==> src/core/sctc_regs.vh <==
// Register indices, field positions, reset values and codes for the six
// channel timer. Assumes a word-addressed Avalon-MM slave: byte address = 4 * index.
`ifndef SCTC_REGS_VH
`define SCTC_REGS_VH

// Register word indices
`define SCTC_REG_TSC 6'h00
`define SCTC_REG_COUNT_HI 6'h01
`define SCTC_REG_COUNT_LO 6'h02
`define SCTC_REG_LIMIT_HI 6'h03
`define SCTC_REG_LIMIT_LO 6'h04
`define SCTC_REG_CHAN_CTRL0 6'h05
`define SCTC_REG_CHAN_VAL0 6'h0B

// Timer control register fields
`define SCTC_TSC_OVF 7
`define SCTC_TSC_OVF_IE 6
`define SCTC_TSC_HALT 5
`define SCTC_TSC_CRST 4

// Channel control register fields
`define SCTC_CH_FLAG 7
`define SCTC_CH_IE 6
`define SCTC_CH_MSB 5
`define SCTC_CH_MSA 4
`define SCTC_CH_ELH 3
`define SCTC_CH_ELL 2
`define SCTC_CH_TOV 1
`define SCTC_CH_MAX 0

// Codes and reset values
`define SCTC_PS_EXT 3'h7
`define SCTC_PS_TOP 3'h6
`define SCTC_PRESC_ALL 6'h3F
`define SCTC_LIMIT_RST 16'hFFFF
`define SCTC_EL_OFF 2'h0
`define SCTC_EL_TOGGLE 2'h1
`define SCTC_EL_CLEAR 2'h2
`define SCTC_EL_SET 2'h3

`endif

==> src/core/sctc_sync.v <==
// Two-stage synchroniser for a bundle of asynchronous pins.
// Assumes every bit is independent; no multi-bit coherence is implied.
`timescale 1ns/1ns
`default_nettype none

module sctc_sync #(
    parameter W = 7
) (
    // Clock and reset
    input wire clk_i,
    input wire rst_i,
    input wire ce_i,
    // Pins in, synchronised levels out
    input wire [W-1:0] async_i,
    output reg [W-1:0] sync_o
);

reg [W-1:0] meta;

always @(posedge clk_i or posedge rst_i) begin
    if (rst_i) begin
        meta <= {W{1'b0}};
        sync_o <= {W{1'b0}};
    end else if (ce_i) begin
        meta <= async_i;
        sync_o <= meta;
    end
end

endmodule
`default_nettype wire

==> src/core/sctc_top.v <==
// Six channel 16-bit timer with prescaler, modulo limit and byte registers.
// Assumes an Avalon-MM master on clk_i and asynchronous pins on the link side.
`include "sctc_regs.vh"
`timescale 1ns/1ns
`default_nettype none

module sctc_top (
    // Clock, reset, enable
    input wire clk_i,
    input wire rst_i,
    input wire ce_i,
    // Avalon-MM slave
    input wire [5:0] avs_address_i,
    input wire avs_read_i,
    input wire avs_write_i,
    input wire [31:0] avs_writedata_i,
    output reg [31:0] avs_readdata_o,
    output wire avs_waitrequest_o,
    // External counter clock
    input wire ext_timer_clock_pin_i,
    output wire ext_clk_is_input_o,
    // Channel pins
    input wire [5:0] chan_pin_i,
    output wire [5:0] chan_pin_o,
    output wire [5:0] chan_pin_oe_n_o,
    output wire [5:0] chan_pin_timer_o,
    // Interrupt requests
    output wire ovf_irq_o,
    output wire [5:0] chan_irq_o
);

////////////////////////////////////////////////////////////////////////////////
// Bus slave: one wait cycle on every access, writes act at the completing edge, read data and read latches are taken at the first edge

reg ack;
wire req = avs_read_i | avs_write_i;
wire wr_go = avs_write_i & ack;
wire rd_go = avs_read_i & ack;
wire [7:0] wdat = avs_writedata_i[7:0];
reg [7:0] rd_mux;

assign avs_waitrequest_o = req & ~ack;

always @(posedge clk_i or posedge rst_i) begin
    if (rst_i) begin
        ack <= 1'b0;
        avs_readdata_o <= 32'h00000000;
    end else if (ce_i) begin
        ack <= req & ~ack;
        if (avs_read_i & ~ack) begin
            avs_readdata_o <= {24'h000000, rd_mux};
        end
    end
end

////////////////////////////////////////////////////////////////////////////////
// Pin synchronisers and counter clock selection

wire [6:0] pin_s;
reg ext_prev;
reg [2:0] clock_divider_select;
reg [5:0] presc;
reg counter_halt;

sctc_sync #(.W(7)) u_sync (
    .clk_i(clk_i),
    .rst_i(rst_i),
    .ce_i(ce_i),
    .async_i({chan_pin_i, ext_timer_clock_pin_i}),
    .sync_o(pin_s)
);

wire [2:0] shamt = `SCTC_PS_TOP - clock_divider_select;
wire [5:0] presc_mask = `SCTC_PRESC_ALL >> shamt;
wire use_ext = (clock_divider_select == `SCTC_PS_EXT);
// Pin frequency must stay below half the bus rate, edges come from synced level
wire tick = use_ext ? (pin_s[0] & ~ext_prev) : ((presc & presc_mask) == presc_mask);

assign ext_clk_is_input_o = use_ext;

////////////////////////////////////////////////////////////////////////////////
// Main counter, limit and overflow flag

reg [15:0] cnt;
reg [15:0] limit;
reg limit_hold;
reg overflow_flag;
reg overflow_irq_enable;
reg ovf_arm;
reg [7:0] lo_buf;
reg lo_latched;

wire wr_tsc = wr_go & (avs_address_i == `SCTC_REG_TSC);
wire rd_tsc = rd_go & (avs_address_i == `SCTC_REG_TSC);
wire cnt_rst = wr_tsc & wdat[`SCTC_TSC_CRST];
wire run = ~counter_halt & tick;
wire ovf_evt = run & (cnt == limit);
wire ovf_set = ovf_evt & ~limit_hold;

assign ovf_irq_o = overflow_flag & overflow_irq_enable & ~limit_hold;

always @(posedge clk_i or posedge rst_i) begin
    if (rst_i) begin
        ext_prev <= 1'b0;
        presc <= 6'h00;
        cnt <= 16'h0000;
        clock_divider_select <= 3'h0;
        counter_halt <= 1'b1;
        overflow_irq_enable <= 1'b0;
        overflow_flag <= 1'b0;
        ovf_arm <= 1'b0;
        limit <= `SCTC_LIMIT_RST;
        limit_hold <= 1'b0;
        lo_buf <= 8'h00;
        lo_latched <= 1'b0;
    end else if (ce_i) begin
        ext_prev <= pin_s[0];
        if (cnt_rst) begin
            // Counter, prescaler and low byte latch only; a halt in the same write keeps it at zero
            cnt <= 16'h0000;
            presc <= 6'h00;
            lo_latched <= 1'b0;
            lo_buf <= 8'h00;
        end else begin
            presc <= presc + 6'h01;
            if (run) begin
                cnt <= ovf_evt ? 16'h0000 : cnt + 16'h0001;
            end
            // Latch with the edge that captures the high byte, so both halves agree
            if (avs_read_i & ~ack & (avs_address_i == `SCTC_REG_COUNT_HI) & ~lo_latched) begin
                lo_buf <= cnt[7:0];
                lo_latched <= 1'b1;
            end else if (rd_go & (avs_address_i == `SCTC_REG_COUNT_LO)) begin
                lo_latched <= 1'b0;
            end
        end
        if (wr_tsc) begin
            overflow_irq_enable <= wdat[`SCTC_TSC_OVF_IE];
            counter_halt <= wdat[`SCTC_TSC_HALT];
            clock_divider_select <= wdat[2:0];
        end
        // A new overflow wins over the clear and voids a pending read
        if (ovf_set) begin
            overflow_flag <= 1'b1;
            ovf_arm <= 1'b0;
        end else begin
            if (wr_tsc & ~wdat[`SCTC_TSC_OVF] & ovf_arm) begin
                overflow_flag <= 1'b0;
            end
            if (rd_tsc & avs_readdata_o[`SCTC_TSC_OVF]) begin
                ovf_arm <= 1'b1;
            end else if (wr_tsc) begin
                ovf_arm <= 1'b0;
            end
        end
        if (wr_go & (avs_address_i == `SCTC_REG_LIMIT_HI)) begin
            limit[15:8] <= wdat;
            limit_hold <= 1'b1;
        end else if (wr_go & (avs_address_i == `SCTC_REG_LIMIT_LO)) begin
            limit[7:0] <= wdat;
            limit_hold <= 1'b0;
        end
    end
end

////////////////////////////////////////////////////////////////////////////////
// Channels

wire [47:0] ctrl_all;
wire [95:0] val_all;
wire [5:0] msb_all;
wire [5:0] hold_all;

genvar i;
generate
    for (i = 0; i < 6; i = i + 1) begin : g_chan
        localparam EVEN = (i % 2 == 0);
        localparam P = i + 1 - 2 * (i % 2);
        localparam [5:0] A_CTRL = `SCTC_REG_CHAN_CTRL0 + i;
        localparam [5:0] A_HI = `SCTC_REG_CHAN_VAL0 + 2 * i;
        localparam [5:0] A_LO = `SCTC_REG_CHAN_VAL0 + 2 * i + 1;
        localparam [5:0] A_PLO = `SCTC_REG_CHAN_VAL0 + 2 * P + 1;

        reg chan_event_flag;
        reg chan_irq_enable;
        reg buffered_mode_bit;
        reg unbuffered_mode_bit;
        reg [1:0] edge_level;
        reg overflow_toggle_enable;
        reg full_duty_force;
        reg [15:0] val;
        reg cmp_hold;
        reg cap_hold;
        reg arm;
        reg out_lvl;
        reg pin_prev;
        reg sel_partner;
        reg partner_pending;

        // Odd partner of a buffered even channel is switched off
        wire dis = (i % 2 == 1) & msb_all[i - (i % 2)];
        wire el_on = (edge_level != `SCTC_EL_OFF);
        wire mode_cmp = buffered_mode_bit | unbuffered_mode_bit;
        wire capture_mode = ~mode_cmp & el_on & ~dis;
        wire compare_mode = mode_cmp & el_on & ~dis;
        wire pin = pin_s[i + 1];
        wire rise = pin & ~pin_prev;
        wire fall = ~pin & pin_prev;
        wire edge_hit = (edge_level[0] & rise) | (edge_level[1] & fall);
        wire use_p = buffered_mode_bit & sel_partner;
        wire [15:0] val_act = use_p ? val_all[16 * P +: 16] : val;
        wire hold_act = use_p ? hold_all[P] : cmp_hold;
        wire hi_take = avs_read_i & ~ack & (avs_address_i == A_HI) & ~mode_cmp;
        wire cap_evt = capture_mode & edge_hit & ~counter_halt & ~cap_hold & ~hi_take;
        wire cmp_evt = compare_mode & run & (cnt == val_act) & ~hold_act;
        wire ev = cap_evt | cmp_evt;
        wire wr_ctrl = wr_go & (avs_address_i == A_CTRL) & ~dis;
        wire rd_ctrl = rd_go & (avs_address_i == A_CTRL);
        wire wr_hi = wr_go & (avs_address_i == A_HI);
        wire wr_lo = wr_go & (avs_address_i == A_LO);

        assign ctrl_all[8 * i +: 8] = dis ? 8'h00 : {chan_event_flag, chan_irq_enable,
            buffered_mode_bit, unbuffered_mode_bit, edge_level, overflow_toggle_enable,
            full_duty_force};
        assign val_all[16 * i +: 16] = val;
        assign msb_all[i] = buffered_mode_bit;
        assign hold_all[i] = cmp_hold;
        assign chan_irq_o[i] = chan_event_flag & chan_irq_enable & ~dis;
        assign chan_pin_o[i] = out_lvl;
        assign chan_pin_oe_n_o[i] = ~compare_mode;
        assign chan_pin_timer_o[i] = el_on & ~dis;

        always @(posedge clk_i or posedge rst_i) begin
            if (rst_i) begin
                chan_event_flag <= 1'b0;
                chan_irq_enable <= 1'b0;
                buffered_mode_bit <= 1'b0;
                unbuffered_mode_bit <= 1'b0;
                edge_level <= 2'h0;
                overflow_toggle_enable <= 1'b0;
                full_duty_force <= 1'b0;
                val <= 16'h0000;
                cmp_hold <= 1'b0;
                cap_hold <= 1'b0;
                arm <= 1'b0;
                out_lvl <= 1'b1;
                pin_prev <= 1'b0;
                sel_partner <= 1'b0;
                partner_pending <= 1'b0;
            end else if (ce_i) begin
                pin_prev <= pin;
                if (wr_ctrl) begin
                    chan_irq_enable <= wdat[`SCTC_CH_IE];
                    buffered_mode_bit <= wdat[`SCTC_CH_MSB] & EVEN;
                    unbuffered_mode_bit <= wdat[`SCTC_CH_MSA];
                    edge_level <= wdat[`SCTC_CH_ELH:`SCTC_CH_ELL];
                    overflow_toggle_enable <= wdat[`SCTC_CH_TOV];
                    full_duty_force <= wdat[`SCTC_CH_MAX];
                end
                if (ev) begin
                    chan_event_flag <= 1'b1;
                    arm <= 1'b0;
                end else begin
                    if (wr_ctrl & ~wdat[`SCTC_CH_FLAG] & arm) begin
                        chan_event_flag <= 1'b0;
                    end
                    if (rd_ctrl & avs_readdata_o[`SCTC_CH_FLAG]) begin
                        arm <= 1'b1;
                    end else if (wr_ctrl) begin
                        arm <= 1'b0;
                    end
                end
                if (cap_evt) begin
                    val <= cnt;
                end else if (wr_hi) begin
                    val[15:8] <= wdat;
                end else if (wr_lo) begin
                    val[7:0] <= wdat;
                end
                if (wr_hi & mode_cmp) begin
                    cmp_hold <= 1'b1;
                end else if (wr_lo) begin
                    cmp_hold <= 1'b0;
                end
                // Reading the captured high byte freezes captures until low is read
                if (hi_take) begin
                    cap_hold <= 1'b1;
                end else if (rd_go & (avs_address_i == A_LO)) begin
                    cap_hold <= 1'b0;
                end
                if (~buffered_mode_bit) begin
                    sel_partner <= 1'b0;
                    partner_pending <= 1'b0;
                end else begin
                    if (wr_go & (avs_address_i == A_PLO)) begin
                        partner_pending <= 1'b1;
                    end else if (wr_lo) begin
                        partner_pending <= 1'b0;
                    end
                    if (ovf_evt) begin
                        sel_partner <= partner_pending;
                    end
                end
                if (~el_on) begin
                    out_lvl <= ~unbuffered_mode_bit;
                end else if (compare_mode & ovf_evt & overflow_toggle_enable) begin
                    // Overflow has priority; max duty holds the level high each period
                    out_lvl <= full_duty_force ? 1'b1 : ~out_lvl;
                end else if (cmp_evt & ~full_duty_force) begin
                    case (edge_level)
                        `SCTC_EL_TOGGLE: begin
                            out_lvl <= ~out_lvl;
                        end
                        `SCTC_EL_CLEAR: begin
                            out_lvl <= 1'b0;
                        end
                        `SCTC_EL_SET: begin
                            out_lvl <= 1'b1;
                        end
                        default: begin
                            out_lvl <= out_lvl;
                        end
                    endcase
                end
            end
        end
    end
endgenerate

////////////////////////////////////////////////////////////////////////////////
// Read data selection; unmapped addresses read zero

reg [3:0] j;

always @* begin
    rd_mux = 8'h00;
    case (avs_address_i)
        `SCTC_REG_TSC: begin
            // Counter reset bit always reads zero
            rd_mux = {overflow_flag, overflow_irq_enable, counter_halt, 2'b00,
                clock_divider_select};
        end
        `SCTC_REG_COUNT_HI: begin
            rd_mux = cnt[15:8];
        end
        `SCTC_REG_COUNT_LO: begin
            rd_mux = lo_latched ? lo_buf : cnt[7:0];
        end
        `SCTC_REG_LIMIT_HI: begin
            rd_mux = limit[15:8];
        end
        `SCTC_REG_LIMIT_LO: begin
            rd_mux = limit[7:0];
        end
        default: begin
            rd_mux = 8'h00;
        end
    endcase
    for (j = 4'h0; j < 4'h6; j = j + 4'h1) begin
        if (avs_address_i == `SCTC_REG_CHAN_CTRL0 + {2'b00, j}) begin
            rd_mux = ctrl_all[8 * j +: 8];
        end
        if (avs_address_i == `SCTC_REG_CHAN_VAL0 + {1'b0, j, 1'b0}) begin
            rd_mux = val_all[16 * j + 8 +: 8];
        end
        if (avs_address_i == `SCTC_REG_CHAN_VAL0 + {1'b0, j, 1'b1}) begin
            rd_mux = val_all[16 * j +: 8];
        end
    end
end

endmodule
`default_nettype wire

==> config.mk <==
export PLATFORM = sky130hd
export DESIGN_NAME = sctc_top
export DESIGN_NICKNAME = d
export VERILOG_FILES = /design/src/core/sctc_sync.v /design/src/core/sctc_top.v
export VERILOG_INCLUDE_DIRS = /design/src /design/src/core
export SDC_FILE = /design/constraint.sdc
export NUM_CORES = 1
export LEC_CHECK = 0
export ABC_AREA = 1
export BUFFER_PORTS_ARGS = -buffer_cell sky130_fd_sc_hd__buf_2
export CAP_MARGIN = 20
export CELL_PAD_IN_SITES_DETAIL_PLACEMENT = 1
export CELL_PAD_IN_SITES_GLOBAL_PLACEMENT = 1
export CORE_UTILIZATION = 40
export CTS_BUF_LIST = sky130_fd_sc_hd__clkbuf_2 sky130_fd_sc_hd__clkbuf_4 sky130_fd_sc_hd__clkbuf_8
export DETAILED_ROUTE_END_ITERATION = 16
export GPL_TIMING_DRIVEN = 0
export PLACE_DENSITY_LB_ADDON = 0.1
export SLEW_MARGIN = 30
export SYNTH_ARGS = -nofsm -noshare
export SYNTH_HDL_FRONTEND = slang
export SYNTH_HIERARCHICAL = 1
export SYNTH_SLANG_ARGS = --single-unit
==> constraint.sdc <==
create_clock -name clk_i -period 12.35 [get_ports clk_i]
set_clock_uncertainty 0.1 [all_clocks]
set_input_delay 1.235 -clock clk_i [delete_from_list [all_inputs] [get_ports clk_i]]
set_output_delay 1.235 -clock clk_i [all_outputs]
set_load 0.01 [all_outputs]
==> results.txt, run 1 <==
- Root cell of the clock tree: sky130_fd_sc_hd__clkbuf_8
* Area taken by multi-input logic gates: slightly below 8000 µm²
* Antenna violations before repair: 1
* Cell taking the most area after synthesis: sky130_fd_sc_hd__dfrtp_1
- Latest clock arrival within the worst-skew pair: around 0.65 ns
- The synthesized design contains 0 enable-type register cells.
- Area of the mapped netlist: roughly 16000 µm²
* CTS Hold Bufs: 0
- Routability congestion estimate: between 0.9 and 1
- Initial cell density of the core: 40.8%
- Die height: ~200 µm
- Mapped Avg Cell Area: ~7.0 µm²
- Compared with the post-synthesis result, the final layout area differs by 13.7%.
- The first global-routing pass estimated 113000 µm of wire.
* Number of ports placed on the die boundary: about 110
* All-layer global routing usage: a little under two fifths
- Global routing used between 50% and 60% of the available met2 tracks.
* Count of unresolved DRC violations after routing: 0
* Detailed placement HPWL: approximately 56000 µm
- Main flop type after synthesis: sky130_fd_sc_hd__dfrtp_1
- Element type at the critical path start: flop
- Number of CTS-inserted buffers: 50
- At the pin with the least slew margin, the transition time is 1.14 ns.
* Warnings from Yosys: 6
- In the post-synthesis netlist, the biggest area contributors are sky130_fd_sc_hd__dfrtp_1, sky130_fd_sc_hd__nand2_1, sky130_fd_sc_hd__o21ai_0, sky130_fd_sc_hd__inv_1, sky130_fd_sc_hd__nor2_1.
- Distinct cells, synth: 60
- Post-layout nets: approximately 2500
- During placement, the flow inserted port buffers numbering 54.
- For this run, the detailed router's first-pass iteration total came to 5.
- Non-filler cells, final: around 3000
* Highest clock rate: 241 MHz
- Via-per-instance ratio: about 5.7
- Area share of the leading cell type in the synthesized netlist: between 30% and 40%
- The critical path is of the flop to flop type.
- Post-layout minimum cycle time: 4.16 ns
* Count of antenna diodes in the layout: 0
- Met3 track utilization from global routing: under 10%
- The clock tree synthesis step divided the H-tree into 2 levels.
- Maximum number of pins on one net before global-route repair: between 70 and 80
- Worst-path cell with the longest stage delay: sky130_fd_sc_hd__nor3_4
- The floorplan step set the die width to between 200 and 250 µm.
* Sequential cell area in the final layout: roughly 6400 µm²
- For the final routed database, the setup TNS stands at 0 ns.
- The detailed router finished its first iteration with 1508 violations.
* Final ANT Viol Nets: 0
- For this block, the via count after detailed routing is between 15000 and 20000.
- After detailed routing, the average wire length per cell comes to approximately 26 µm.
* Drt total wl: slightly below 80000 µm
* Cell breakdown of the critical path: inv_1 > ha_1 > o21ai_0 > nor3_1 > nor2_1 > o21bai_1 > nand3_1 > nor3_4 > nand2_1 > nand2_2 > a21oi_1 > o21a_1
- Min-delay worst type: flop to flop
- Number of buffers on the longest clock path: 3
* Worst IR drop on VDD: between 0.08 and 0.09 mV
- Total overflow reported by the global router: 0
* Arrival time reported for the critical path endpoint: about 4.6 ns
* Number of filler instances in the final layout: ~5100
* Critical path's largest stage delay: around 0.75 ns
- After synthesis, the share of flip-flops with an asynchronous set or reset is 100%.
- Number of max-slew violations in the final report: 0
- Post-CTS setup-driven buffer insertion count: 0
- After synthesis, flip-flops and latches occupy 40.5% of the total area.
* Via count of the first global-routing pass: 17000
- In this run the tightest slew margin relative to its limit is between 20% and 30%.
- CTS saw 256 sinks.
- For this design the static power due to leakage is between 8 and 9 nW.
* Setup violation total in the final timing report: 0
- Register bit count reported by yosys: about 260
- For the worst setup path, the data required time is ~13 ns.
- In this run the power density over the cells is 135 nW/µm².
- The floorplan step defined a die boundary enclosing 40500 µm².
- Setup repair after global routing left no endpoint under its margin.
* Result of the run: finished clean
- Met1 track demand over resource in global routing: roughly half
- The region available for standard cell placement spans a little under 40000 µm².
- Counting tap cells, the placed design contains a total of about 2900 instances.
- Fraction of layout cells with a size suffix above 1: around 13%
* TritonCTS clock tree: done
- Max-Cap Viols: 0
- Number of standard cells after synthesis: roughly 2300
- Area of placed instances: ~17000 µm²
* Rows: slightly above 70
- Post-route fraction of the period consumed by the critical path: roughly 34%
* Clock transition at the register clock pins on the worst setup and hold paths after CTS: roughly 0.06 ns
- Maximum fanout encountered on the critical timing path: 9
- Final hold violation count: 0
- With fillers left out, the area of the finished cells amounts to 18000 µm².
- CP endpoint kind: flop
* Final-layout worst hold slack: between 0.3 and 0.4 ns
* Post-cts gate resize count: 0
- Total power draw: between 2 and 2.5 mW
- met2 is the most crowded layer.
==> cells by family (layout without fill, tap and decap cells) <==
family	Yosys count	in the layout	synth area share, %
AND/OR/NAND/NOR	1014	1014	27.1
AO/OA/AOI/OAI	509	509	17.3
buffers and inverters	415	565	11.2
flip-flops	256	256	40.5
XOR/XNOR	54	54	2.98
adder cells (fa/ha/maj)	8	8	0.630
multiplexers	3	3	0.213
other	1	24	0.0236
==> final timing paths <==
kind,startpoint,endpoint,slack [ns],cells past startpoint
setup / recovery,clock_divider_select[0]$_DFFE_PP0P_,cnt[15]$_DFFE_PP0P_,8.19,12
hold / removal,u_sync/meta[3]$_DFFE_PP0P_,u_sync/meta[3]$_DFFE_PP0P_,0.37,2
setup reg to reg,clock_divider_select[0]$_DFFE_PP0P_,cnt[15]$_DFFE_PP0P_,8.19,12
hold reg to reg,u_sync/meta[3]$_DFFE_PP0P_,u_sync/meta[3]$_DFFE_PP0P_,0.37,2
max in group asynchronous,rst_i,limit[1]$_DFFE_PP1P_,10.19,5
min in group asynchronous,rst_i,ext_prev$_DFFE_PP0P_,0.45,2
==> routing by layer <==
metal | wire (µm) | up-vias | share of wire (%)
li1 | - | 7545 | -
met1 | 32300 | 8402 | 42
met2 | 34100 | 748 | 44
met3 | 6680 | 181 | 8.7
met4 | 3950 | 0 | 5.1
met5 | 0 | - | 0
==> layout by cell type, fill, tap and decap left out, types with 4 or more instances in the layout <==
cell and count:
sky130_fd_sc_hd__nand2_1 600, sky130_fd_sc_hd__o21ai_0 347, sky130_fd_sc_hd__inv_1 266, sky130_fd_sc_hd__dfrtp_1 233, sky130_fd_sc_hd__nor2_1 192, sky130_fd_sc_hd__buf_2 84
sky130_fd_sc_hd__nand3_1 82, sky130_fd_sc_hd__clkbuf_8 61, sky130_fd_sc_hd__a21oi_1 59, sky130_fd_sc_hd__clkbuf_1 50, sky130_fd_sc_hd__xor2_1 47, sky130_fd_sc_hd__nor3_1 42
sky130_fd_sc_hd__buf_4 39, sky130_fd_sc_hd__nand4_1 35, sky130_fd_sc_hd__conb_1 24, sky130_fd_sc_hd__dfstp_2 23, sky130_fd_sc_hd__o21ai_1 21, sky130_fd_sc_hd__clkbuf_4 19
sky130_fd_sc_hd__a31oi_1 18, sky130_fd_sc_hd__o22ai_1 15, sky130_fd_sc_hd__nor4_1 14, sky130_fd_sc_hd__or2_2 12, sky130_fd_sc_hd__inv_2 11, sky130_fd_sc_hd__clkinv_2 11
sky130_fd_sc_hd__a211oi_1 8, sky130_fd_sc_hd__ha_1 8, sky130_fd_sc_hd__xnor2_1 7, sky130_fd_sc_hd__o211ai_1 7, sky130_fd_sc_hd__nor2_2 7, sky130_fd_sc_hd__clkbuf_2 7
sky130_fd_sc_hd__o31ai_1 6, sky130_fd_sc_hd__buf_6 5, sky130_fd_sc_hd__a22oi_1 5, sky130_fd_sc_hd__nor3_2 5, sky130_fd_sc_hd__nand2_2 4
==> cells in the mapped netlist, types with 6 or more instances <==
cell and n:
sky130_fd_sc_hd__nand2_1 600, sky130_fd_sc_hd__o21ai_0 347, sky130_fd_sc_hd__inv_1 267, sky130_fd_sc_hd__dfrtp_1 233, sky130_fd_sc_hd__nor2_1 194, sky130_fd_sc_hd__nand3_1 82, sky130_fd_sc_hd__a21oi_1 59, sky130_fd_sc_hd__clkbuf_1 57
sky130_fd_sc_hd__xor2_1 47, sky130_fd_sc_hd__nor3_1 42, sky130_fd_sc_hd__buf_4 39, sky130_fd_sc_hd__nand4_1 35, sky130_fd_sc_hd__buf_2 30, sky130_fd_sc_hd__dfstp_2 23, sky130_fd_sc_hd__o21ai_1 21, sky130_fd_sc_hd__a31oi_1 18
sky130_fd_sc_hd__o22ai_1 15, sky130_fd_sc_hd__nor4_1 14, sky130_fd_sc_hd__or2_2 12, sky130_fd_sc_hd__inv_2 11, sky130_fd_sc_hd__a211oi_1 8, sky130_fd_sc_hd__ha_1 8, sky130_fd_sc_hd__o211ai_1 7, sky130_fd_sc_hd__xnor2_1 7
sky130_fd_sc_hd__o31ai_1 6
==> registers in the layout, summed over array words and instances (netlist names), 3 cells and up <==
name,count
limit,16
g_chan.val,96
g_chan.buffered_mode_bit,3
g_chan.out_lvl,6
clock_divider_select,3
g_chan.cap_hold,6
g_chan.unbuffered_mode_bit,6
u_sync/meta,7
g_chan.pin_prev,6
g_chan.edge_level,12
avs_readdata_o,8
g_chan.sel_partner,3
presc,6
g_chan.cmp_hold,6
u_sync/sync_o,7
g_chan.chan_event_flag,6
g_chan.chan_irq_enable,6
g_chan.partner_pending,3
g_chan.full_duty_force,6
cnt,16
g_chan.overflow_toggle_enable,6
g_chan.arm,6
lo_buf,8
==> final cells by class <==
cell class / count / share of cell area, %
multi-input cells: 1612 / 43.0
flip-flops and latches: 256 / 35.7
inverters: 283 / 5.95
clock buffers: 80 / 5.44
plain buffers: 132 / 4.02
well taps: 518 / 3.59
repair buffers: 58 / 2.04
clock inverters: 12 / 0.347
==> worst max-delay path: cells and delay by family (launching register included) <==
| family | cells | cell delay, ns |
|---|---|---|
| adder cells (fa/ha/maj) | 1 | 0.31 |
| buffers and inverters | 1 | 0.12 |
| AO/OA/AOI/OAI | 4 | 0.40 |
| AND/OR/NAND/NOR | 6 | 2.69 |
| flip-flops | 1 | 0.39 |
==> stage by stage <==
stage                     worst slack, ns  utilization [%]
final                                8.19             46.4
after global routing                 8.19             46.4
after CTS                            8.28             46.4
after detailed placement             7.81             43.7
after global placement              0.791             43.4
after floorplan                      4.41                -
==> where the power goes <==
group / switching, mW / internal [mW] / total (mW) / leakage [nW]
Sequential: 0.0652 / 0.919 / 0.984 / 2.90
Combinational: 0.369 / 0.151 / 0.520 / 5.21
Clock: 0.423 / 0.503 / 0.926 / 0.569
Total: 0.857 / 1.57 / 2.43 / 8.68
Power figures use the tool's default switching activity.
==> run 2: changes to the inputs <==
Settings changed: ABC_AREA 1 to 0.
Clock period 12.35 ns to 3.4 ns, I/O delays scaled along.
==> run 2 against run 1 <==
Final area rose by 4.0%. Critical path depth is 1 lower. Register-to-register slack got worse by 8.1 ns. Worst setup slack got worse by 8.1 ns. Critical path type unchanged.
==> results.txt, run 2 <==
- Result of the run: finished clean (unchanged).
- The number of buffers on the longest clock path was 3 (unchanged).
* Critical R2R Capture: g_chan[5].out_lvl$_DFFE_PP1P_ (was cnt[15]$_DFFE_PP0P_)
* Routed via count: 15300 (was 16900)
- The max-capacitance violation count was 0 (unchanged).
* Share of flip-flops with an asynchronous set or reset after synthesis: 100% (unchanged)
- The number of cell rows came to 73 (was 72).
* Main flop type after synthesis: sky130_fd_sc_hd__dfrtp_1 (unchanged)
- The cell count after synthesis was 1764 (was 2260).
- The via count of the first global-routing pass was 15300 (was 17000).
- The number of synthesized flops with an enable pin was 0 (unchanged).
- Drt total wl: 76300 µm (was 77000 µm)
* Non-filler cells, final: 2490 (was 2951)
* Number of ports placed on the die boundary: 109 (unchanged)
- Final-layout worst hold slack: 0.0628 ns (was 0.372 ns)
- Latest clock arrival within the worst-skew pair: 0.64 ns (was 0.65 ns)
* Number of H-tree branching levels: 2 (unchanged)
* Most used standard cell by instance count after synthesis: sky130_fd_sc_hd__dfrtp_1 (was sky130_fd_sc_hd__nand2_1)
* Avg WL per Cell: 30.7 µm (was 26.1 µm)
* Slack of the worst reg-to-reg path: 0.08 ns (was 8.19 ns)
* Antenna violations before repair: 3 (was 1)
- Final critical-path setup slack: 0.0801 ns (was 8.19 ns)
- The number of warning messages in the yosys log came to 6 (unchanged).
- The area inside the core boundary came to 39700 µm² (was 38900 µm²).
- I/O Buffers: 57 (was 54)
- Highest clock rate: 301 MHz (was 241 MHz)
- The final count of pins violating max slew is 0 (unchanged).
* Detailed placement HPWL: 57700 µm (was 56500 µm)
- Post-layout nets: 1983 (was 2451)
- Biggest register: g_chan.val (unchanged)
* Met2 capacity usage during global routing: 53.9% (was 59.1%)
* Most common library cell in the layout ignoring fill and taps: sky130_fd_sc_hd__dfrtp_1 (was sky130_fd_sc_hd__nand2_1)
* Area of the die: 41000 µm² (was 40500 µm²)
- The clock slew seen by the registers of the worst setup and hold paths was 0.06 ns (about the same).
- The setup-violating endpoint count in the final report is 0 (unchanged).
* Cells taking the most area after synthesis: sky130_fd_sc_hd__dfrtp_1, sky130_fd_sc_hd__mux2i_1, sky130_fd_sc_hd__mux2_2, sky130_fd_sc_hd__nand2_1, sky130_fd_sc_hd__dfstp_2 (was sky130_fd_sc_hd__dfrtp_1, sky130_fd_sc_hd__nand2_1, sky130_fd_sc_hd__o21ai_0, sky130_fd_sc_hd__inv_1, sky130_fd_sc_hd__nor2_1)
- The critical path capture point was g_chan[5].out_lvl$_DFFE_PP1P_ (was cnt[15]$_DFFE_PP0P_).
- Detailed-routing iteration count for the pre-antenna-repair pass: 5 (unchanged)
- Root cell of the clock tree: sky130_fd_sc_hd__clkbuf_8 (unchanged)
* Initial detailed-routing violation count: 1417 (was 1508)
- The number of fill cells is 4653 (was 5087).
* Post-route fraction of the period consumed by the critical path: 97.6% (was 33.7%)
- Final hold violation count: 0 (unchanged)
- Commonest cells after routing, fill and taps aside: sky130_fd_sc_hd__dfrtp_1, sky130_fd_sc_hd__nand2_1, sky130_fd_sc_hd__nor2_1 (was sky130_fd_sc_hd__nand2_1, sky130_fd_sc_hd__o21ai_0, sky130_fd_sc_hd__inv_1)
- Synth-to-Final Area Change: 16.7% (was 13.7%)
- Placed insts: 2380 (was 2859)
- The post-synthesis sequential element count was 256 (unchanged).
* Top Registers: g_chan.val (96), cnt (16), limit (16) (unchanged)
- Area taken by multi-input logic gates: 8850 µm² (was 7750 µm²)
- The minimum clock period after layout came to 3.32 ns (was 4.16 ns).
- The required time of the critical path came to 3.85 ns (was 12.79 ns).
- The final total power came to 10.4 mW (was 2.43 mW).
* Element type at the critical path start: flop (unchanged)
- Grt peak-use layer: met2 (unchanged)
* Maximum fanout encountered on the critical timing path: 9 (unchanged)
* Total overflow reported by the global router: 0 (unchanged)
* Worst rel slew slack: 27.6% (was 24.3%)
- The worst slack at placement came to -0.452 ns (was 7.81 ns).
- The vertical die dimension was 203 µm (was 201 µm).
- Met3 track utilization from global routing: 8.78% (was 8.44%)
- The largest net degree at the start of global routing was 29 (was 78).
- The final weighted congestion in routability-driven placement is 1.01 (was 0.984).
- The number of clock buffers inserted by TritonCTS was 49 (was 50).
* Area of the mapped netlist: 16100 µm² (was 15900 µm²)
- Min-delay worst type: primary input to flop (was flop to flop)
- Distinct cells, synth: 89 (was 60)
* Critical Path Start: clock_divider_select[1]$_DFFE_PP0P_ (was clock_divider_select[0]$_DFFE_PP0P_)
* Initial cell density of the core: 40.5% (was 40.8%)
- Power per unit of standard cell area: 555 nW/µm² (was 135 nW/µm²)
- The flip-flop count of the largest register, all copies and words added was 96 (unchanged).
* Mapped Avg Cell Area: 9.12 µm² (was 7.03 µm²)
- The number of vias per cell after detailed routing is 6.14 (was 5.72).
- Leakage: 8.69 nW (was 8.68 nW)
- The area fraction of the dominant cell type after synthesis was 36.2% (was 36.7%).
* Worst IR drop on VDD: 0.349 mV (was 0.0840 mV)
- The DRC violation count after routing is 0 (unchanged).
* Post-synthesis sequential area ratio: 40.0% (was 40.5%)
- The number of cells traversed by the worst register-to-register path came to 11 (was 12).
* TritonCTS clock tree: done (unchanged)
- Clk sinks: 256 (unchanged)
- The storage element area was 6430 µm² (unchanged).
- The transition at the pin with the smallest max-transition slack came to 1.06 ns (was 1.14 ns).
- The residual antenna-violating net count after detailed routing came to 0 (unchanged).
- Critical path type: flop to flop (unchanged)
- Commonest cells in the netlist: sky130_fd_sc_hd__dfrtp_1, sky130_fd_sc_hd__nand2_1, sky130_fd_sc_hd__nor2_1 (was sky130_fd_sc_hd__nand2_1, sky130_fd_sc_hd__o21ai_0, sky130_fd_sc_hd__inv_1).
* CP endpoint kind: flop (unchanged)
- Cell taking the most area after synthesis: sky130_fd_sc_hd__dfrtp_1 (unchanged)
- Fraction of layout cells with a size suffix above 1: 20.9% (was 12.9%)
* Die Span X: 203 µm (was 201 µm)
- The wire length of the first global-routing pass came to 110000 µm (was 113000 µm).
- RSZ-0062 raised after global routing: true (was false).
* Met1 track demand over resource in global routing: 53.7% (was 50.7%)
- The global-route usage over all layers is 37.4% (was 38.2%).
- The arrival time of the worst setup path was 3.77 ns (was 4.59 ns).
* Source of the worst register-to-register timing path: clock_divider_select[1]$_DFFE_PP0P_ (was clock_divider_select[0]$_DFFE_PP0P_)
run 2: cell types whose count changed after synthesis, moves of 50 or more:
cell	previous run	this run
sky130_fd_sc_hd__inv_1	267	40
sky130_fd_sc_hd__mux2_2	3	73
sky130_fd_sc_hd__mux2i_1	0	94
sky130_fd_sc_hd__nand2_1	600	182
sky130_fd_sc_hd__o21ai_0	347	90
sky130_fd_sc_hd__xnor2_1	7	57
run 2: metal layers:
| metal | vias up | wire, µm |
|---|---|---|
| met3 | 167 | 7160 |
| met5 | - | 29 |
| met2 | 764 | 31900 |
| met4 | 4 | 3190 |
| li1 | 6614 | - |
| met1 | 7730 | 34100 |
run 2: worst min-delay path by stage:
stage / startpoint / end / slack [ns] / cells after the start
2_1_floorplan: rst_i / u_sync/meta[0]$_DFFE_PP0P_ / 0.13 / 1
3_3_place_gp: rst_i / u_sync/meta[5]$_DFFE_PP0P_ / 0.33 / 2
3_5_place_dp: rst_i / g_chan[3].pin_prev$_DFFE_PP0P_ / 0.30 / 2
4_1_cts: avs_writedata_i[7] / g_chan[2].val[15]$_DFFE_PP0P_ / 0.02 / 3
5_1_grt: avs_writedata_i[7] / g_chan[2].val[15]$_DFFE_PP0P_ / 0.05 / 3
6_report: avs_writedata_i[7] / g_chan[2].val[7]$_DFFE_PP0P_ / 0.06 / 3
run 2: report_power, final:
group	internal (mW)	leakage, nW	total (mW)	switching, mW
Sequential	3.48	3.32	4.17	0.684
Combinational	1.00	4.77	2.65	1.64
Clock	2.14	0.604	3.61	1.46
run 2: area by class of cell:
cell class                      instances  area share, %
Multi-Input combinational cell       1328           47.1
Sequential cell                       256           34.3
Clock buffer                           82           5.31
Buffer                                159           4.40
Timing Repair Buffer                   88           3.72
Tap cell                              525           3.50
Inverter                               43          0.900
Clock inverter                          8          0.760
Antenna cell                            1         0.0133
run 2: kinds of logic (layout without fill, tap and decap cells):
group                      Yosys count  in the layout  synth area share, %
and+or+nand+nor                    561            561                 17.7
AOI/OAI and AO/OA                  442            442                 17.5
DFF                                256            256                 40.0
buffers and inverters              203            380                 6.06
muxes                              179            179                 11.9
xor gates and xnor gates           114            114                 6.21
adders and majority gates            8              8                0.622
other                                1             25               0.0233
run 2: worst max-delay path: stages (launching register included):
cell	delay, ns
sky130_fd_sc_hd__dfrtp_1	0.47
sky130_fd_sc_hd__ha_1	0.23
sky130_fd_sc_hd__ha_1	0.28
sky130_fd_sc_hd__nand2b_1	0.16
sky130_fd_sc_hd__a221oi_2	0.37
sky130_fd_sc_hd__o31ai_4	0.13
sky130_fd_sc_hd__buf_4	0.20
sky130_fd_sc_hd__buf_4	0.16
sky130_fd_sc_hd__nor2_2	0.44
sky130_fd_sc_hd__and3_1	0.26
sky130_fd_sc_hd__o21ai_1	0.08
sky130_fd_sc_hd__mux2_1	0.35
run 2: timing repair:
item,4_1_cts,5_1_grt
buffers inserted,4,0
pin swaps,2,1
endpoints found under the hold margin,93,0
resized for setup,7,19
endpoints found under the setup margin,22,31
hold buffers,16,0
run 2: per-stage QoR:
step	util, %	TNS [ns]	instance area, µm²
6_report	47.3	0	18800
5_1_grt	47.2	-0.0512	18800
4_1_cts	47.1	0	18700
3_5_place_dp	43.7	-3.88	17400
3_3_place_gp	43.1	-465.41	17100
2_1_floorplan	-	-43.15	16200
==> run 3: changes to the inputs <==
Settings changed: PLACE_DENSITY_LB_ADDON 0.1 to 0.12.
==> run 3 against run 2 <==
Final area increased by 0.43%. Final cell count about the same. Global-route usage is 0.71 points lower. Flip-flop and latch count unchanged. Clock power rose by 2%. Routed wire length is 2.6% lower. First-iteration DRC count increased by 15%. Combinational power about the same. Via count is 0.54% higher. Fmax fell by 0.49%. Power is 0.50% higher. Sequential share of layout area down 0.15 points. Critical endpoint is now g_chan[4].out_lvl$_DFFE_PP1P_.
==> results.txt, run 3 (synthesis results as in run 2) <==
* Worst IR drop on VDD: 0.236 mV (was 0.349 mV)
- The final sum of negative setup slack came to 0 ns (unchanged).
- Die Span X: 203 µm (unchanged)
* Setup violation total in the final timing report: 0 (unchanged)
- CP endpoint kind: flop (unchanged)
- Drt total wl: 74400 µm (was 76300 µm)
- The net switching power was 3.75 mW (was 3.79 mW).
- Worst path required time: 3.85 ns (about the same)
* Top cell family by delay on the critical path: compound AO/OA/AOI/OAI gates (was simple AND/OR/NAND/NOR gates)
- The detailed-routing iteration count for the pre-antenna-repair pass came to 6 (was 5).
- Most common library cell in the layout ignoring fill and taps: sky130_fd_sc_hd__dfrtp_1 (unchanged)
* Element type at the critical path start: flop (unchanged)
- The area taken by multi-input logic gates came to 8840 µm² (was 8850 µm²).
- Setup slack at placement: -0.264 ns (was -0.452 ns)
* Final ANT Viol Nets: 0 (unchanged)
- The violation count after the first detailed-route iteration came to 1626 (was 1417).
- The detailed-placement wirelength estimate is 56500 µm (was 57700 µm).
- The final count of pins violating max slew is 0 (unchanged).
* Core area: 39700 µm² (unchanged)
- The final weighted congestion in routability-driven placement came to 1.05 (was 1.01).
- The final hold violation count came to 0 (unchanged).
- Cell breakdown of the critical path: ha_1 > ha_1 > nor2_1 > a221oi_4 > o31ai_4 > buf_4 > a2111oi_0 > nand4_1 > o21ai_2 > mux2_2 (was ha_1 > ha_1 > nand2b_1 > a221oi_2 > o31ai_4 > buf_4 > buf_4 > nor2_2 > and3_1 > o21ai_1 > mux2_1)
* Biggest register: g_chan.val (unchanged)
- Post-layout minimum cycle time: 3.34 ns (was 3.32 ns)
* Post-route cell area: 18900 µm² (was 18800 µm²)
- The final total power came to 10.5 mW (was 10.4 mW).
- The number of vias per cell after detailed routing came to 6.17 (was 6.14).
- The relative contribution of the clock network to total power is 35.3% (was 34.6%).
- The transition at the pin with the smallest max-transition slack was 1.09 ns (was 1.06 ns).
- The latest clock arrival within the worst-skew pair came to 0.65 ns (was 0.64 ns).
- RSZ-0062 raised after global routing: false (was true)
- Most prevalent standard cell on the critical path: sky130_fd_sc_hd__ha_1
- The final cycle utilization of the critical path was 98.1% (was 97.6%).
* Total overflow reported by the global router: 0 (unchanged)
- Non-filler cells, final: 2488 (was 2490)
* Arrival time reported for the critical path endpoint: 3.79 ns (was 3.77 ns)
- Worst min-delay path startpoint: avs_writedata_i[7] (unchanged)
- The DRC violation count after routing was 0 (unchanged).
- The cell at the slowest stage of the critical path is sky130_fd_sc_hd__dfrtp_1 (unchanged).
- Sequential cell area in the final layout: 6430 µm² (unchanged)
- The vertical die dimension is 203 µm (unchanged).
- The achievable frequency is 300 MHz (was 301 MHz).
- The number of vias after detailed routing was 15400 (was 15300).
- The routed length per placed instance is 29.9 µm (was 30.7 µm).
- The TritonCTS clock tree was done (unchanged).
- The worst relative slew slack is 27.6% (about the same).
* Antenna violations before repair: 2 (was 3)
- The final net count was 1980 (was 1983).
- Power per unit of standard cell area: 555 nW/µm² (about the same)
- Flip-flop count of the largest register after layout: 96 (unchanged)
- Leakage: 8.72 nW (was 8.69 nW)
* Maximum number of pins on one net before global-route repair: 29 (unchanged)
- The diode insertion count for antenna repair came to 0 (was 1).
- The peak per-stage delay on the critical path is 0.49 ns (was 0.47 ns).
- I/O Buffers: 57 (unchanged)
* Number of filler instances in the final layout: 4605 (was 4653)
- The standard cell area after detailed placement is 17400 µm² (about the same).
- Source of the worst register-to-register timing path: clock_divider_select[1]$_DFFE_PP0P_ (unchanged)
- Area of the die: 41000 µm² (unchanged)
- Commonest cells after routing, fill and taps aside: sky130_fd_sc_hd__dfrtp_1, sky130_fd_sc_hd__nand2_1, sky130_fd_sc_hd__nor2_1 (unchanged).
- Critical Path Start: clock_divider_select[1]$_DFFE_PP0P_ (unchanged)
* Final critical-path setup slack: 0.0637 ns (was 0.0801 ns)
- Critical path type: flop to flop (unchanged)
* Max-Cap Viols: 0 (unchanged)
- Switching Share: 35.8% (was 36.3%)
- Result of the run: finished clean (unchanged).
- Fraction of layout cells with a size suffix above 1: 20.7% (was 20.9%)
- The highest net fanout along the worst path was 10 (was 9).
* Number of buffers on the longest clock path: 3 (unchanged)
* Rows: 73 (unchanged)
- Wire length of the first global-routing pass: 109000 µm (was 110000 µm)
* Root cell of the clock tree: sky130_fd_sc_hd__clkbuf_8 (unchanged)
* Clock transition at the register clock pins on the worst setup and hold paths after CTS: 0.06 ns (about the same)
* Min-delay worst type: primary input to flop (unchanged)
- The reg2reg setup slack was 0.06 ns (was 0.08 ns).
- The via count of the first global-routing pass was 15600 (was 15300).
- Worst path buffer plus inverter count: 1 (was 2)
- The cell count after placement is 2380 (unchanged).
- The TritonCTS sink count is 256 (unchanged).
- Top Registers: g_chan.val (96), cnt (16), limit (16) (unchanged)
* Internal power contribution: 6.73 mW (was 6.63 mW)
* Number of CTS-inserted buffers: 49 (unchanged)
* Initial cell density of the core: 40.5% (unchanged)
- The global-route usage over all layers was 36.7% (was 37.4%).
- The number of top-level design ports is 109 (unchanged).
- Power share of the sequential group: 39.7% (was 40.0%)
- The number of H-tree branching levels is 2 (unchanged).
- The combinational power share was 25.0% (was 25.4%).
* Synth-to-Final Area Change: 17.2% (was 16.7%)
-- run 3: changes by cell type in the layout (fill, tap and decap cells not counted), sizes merged --
cell	delta
diode	-1
clkdlybuf4s15	+1
buf	-1
clkinvlp	-1
-- run 3: path summary, 6_finish.rpt --
kind / to / depth (start not counted)
setup reg to reg: g_chan[4].out_lvl$_DFFE_PP1P_ / 10
hold reg to reg: g_chan[0].partner_pending$_DFFE_PP0P_ / 1
setup / recovery: g_chan[4].out_lvl$_DFFE_PP1P_ / 10
max in group asynchronous: limit[6]$_DFFE_PP1P_ / 7
min in group asynchronous: g_chan[5].chan_event_flag$_DFFE_PP0P_ / 3
hold / removal: g_chan[3].val[7]$_DFFE_PP0P_ / 3
-- run 3: tightest hold or removal path: stages --
cell and delay (ns):
sky130_fd_sc_hd__buf_2 0.18, sky130_fd_sc_hd__mux2i_1 0.16, sky130_fd_sc_hd__o21ai_1 0.07
-- run 3: layout make-up --
cell class	count	area share, %
Multi-Input combinational cell	1328	46.9
Sequential cell	256	34.1
Clock buffer	85	5.54
Buffer	157	4.36
Timing Repair Buffer	87	4.02
Tap cell	525	3.48
Inverter	43	0.876
Clock inverter	7	0.730
-- run 3: power groups by stage --
stage	logic (mW)	registers [mW]	clock network, mW
after global routing	2.85	4.17	3.87
after detailed placement	2.49	4.15	0
final	2.62	4.16	3.70
after global placement	2.39	4.14	0
after floorplan	1.67	3.85	0
after CTS	2.57	4.11	3.75
-- run 3: what timing repair did --
item,in CTS,in global routing
buffers inserted,3,0
hold buffers,16,0
resized for setup,6,15
pin swaps,1,1
endpoints found under the hold margin,90,0
setup endpoints to repair,19,27
gates cloned,0,0
-- run 3: metrics by stage --
step                hold slack [ns]  utilization (%)
finish                       0.0671             47.5
detailed placement            0.255             43.8
global placement              0.330             43.1
floorplan                     0.129                -
global route                 0.0459             47.5
CTS                          0.0254             47.4
-- run 3: layer usage --
layer / up-vias / track usage, % / wire length, µm
met5: - / 0 / 0
met4: 0 / 14.9 / 3250
met3: 173 / 4.72 / 5790
met2: 722 / 54.7 / 31900
met1: 7872 / 53.6 / 33500
li1: 6594 / - / -
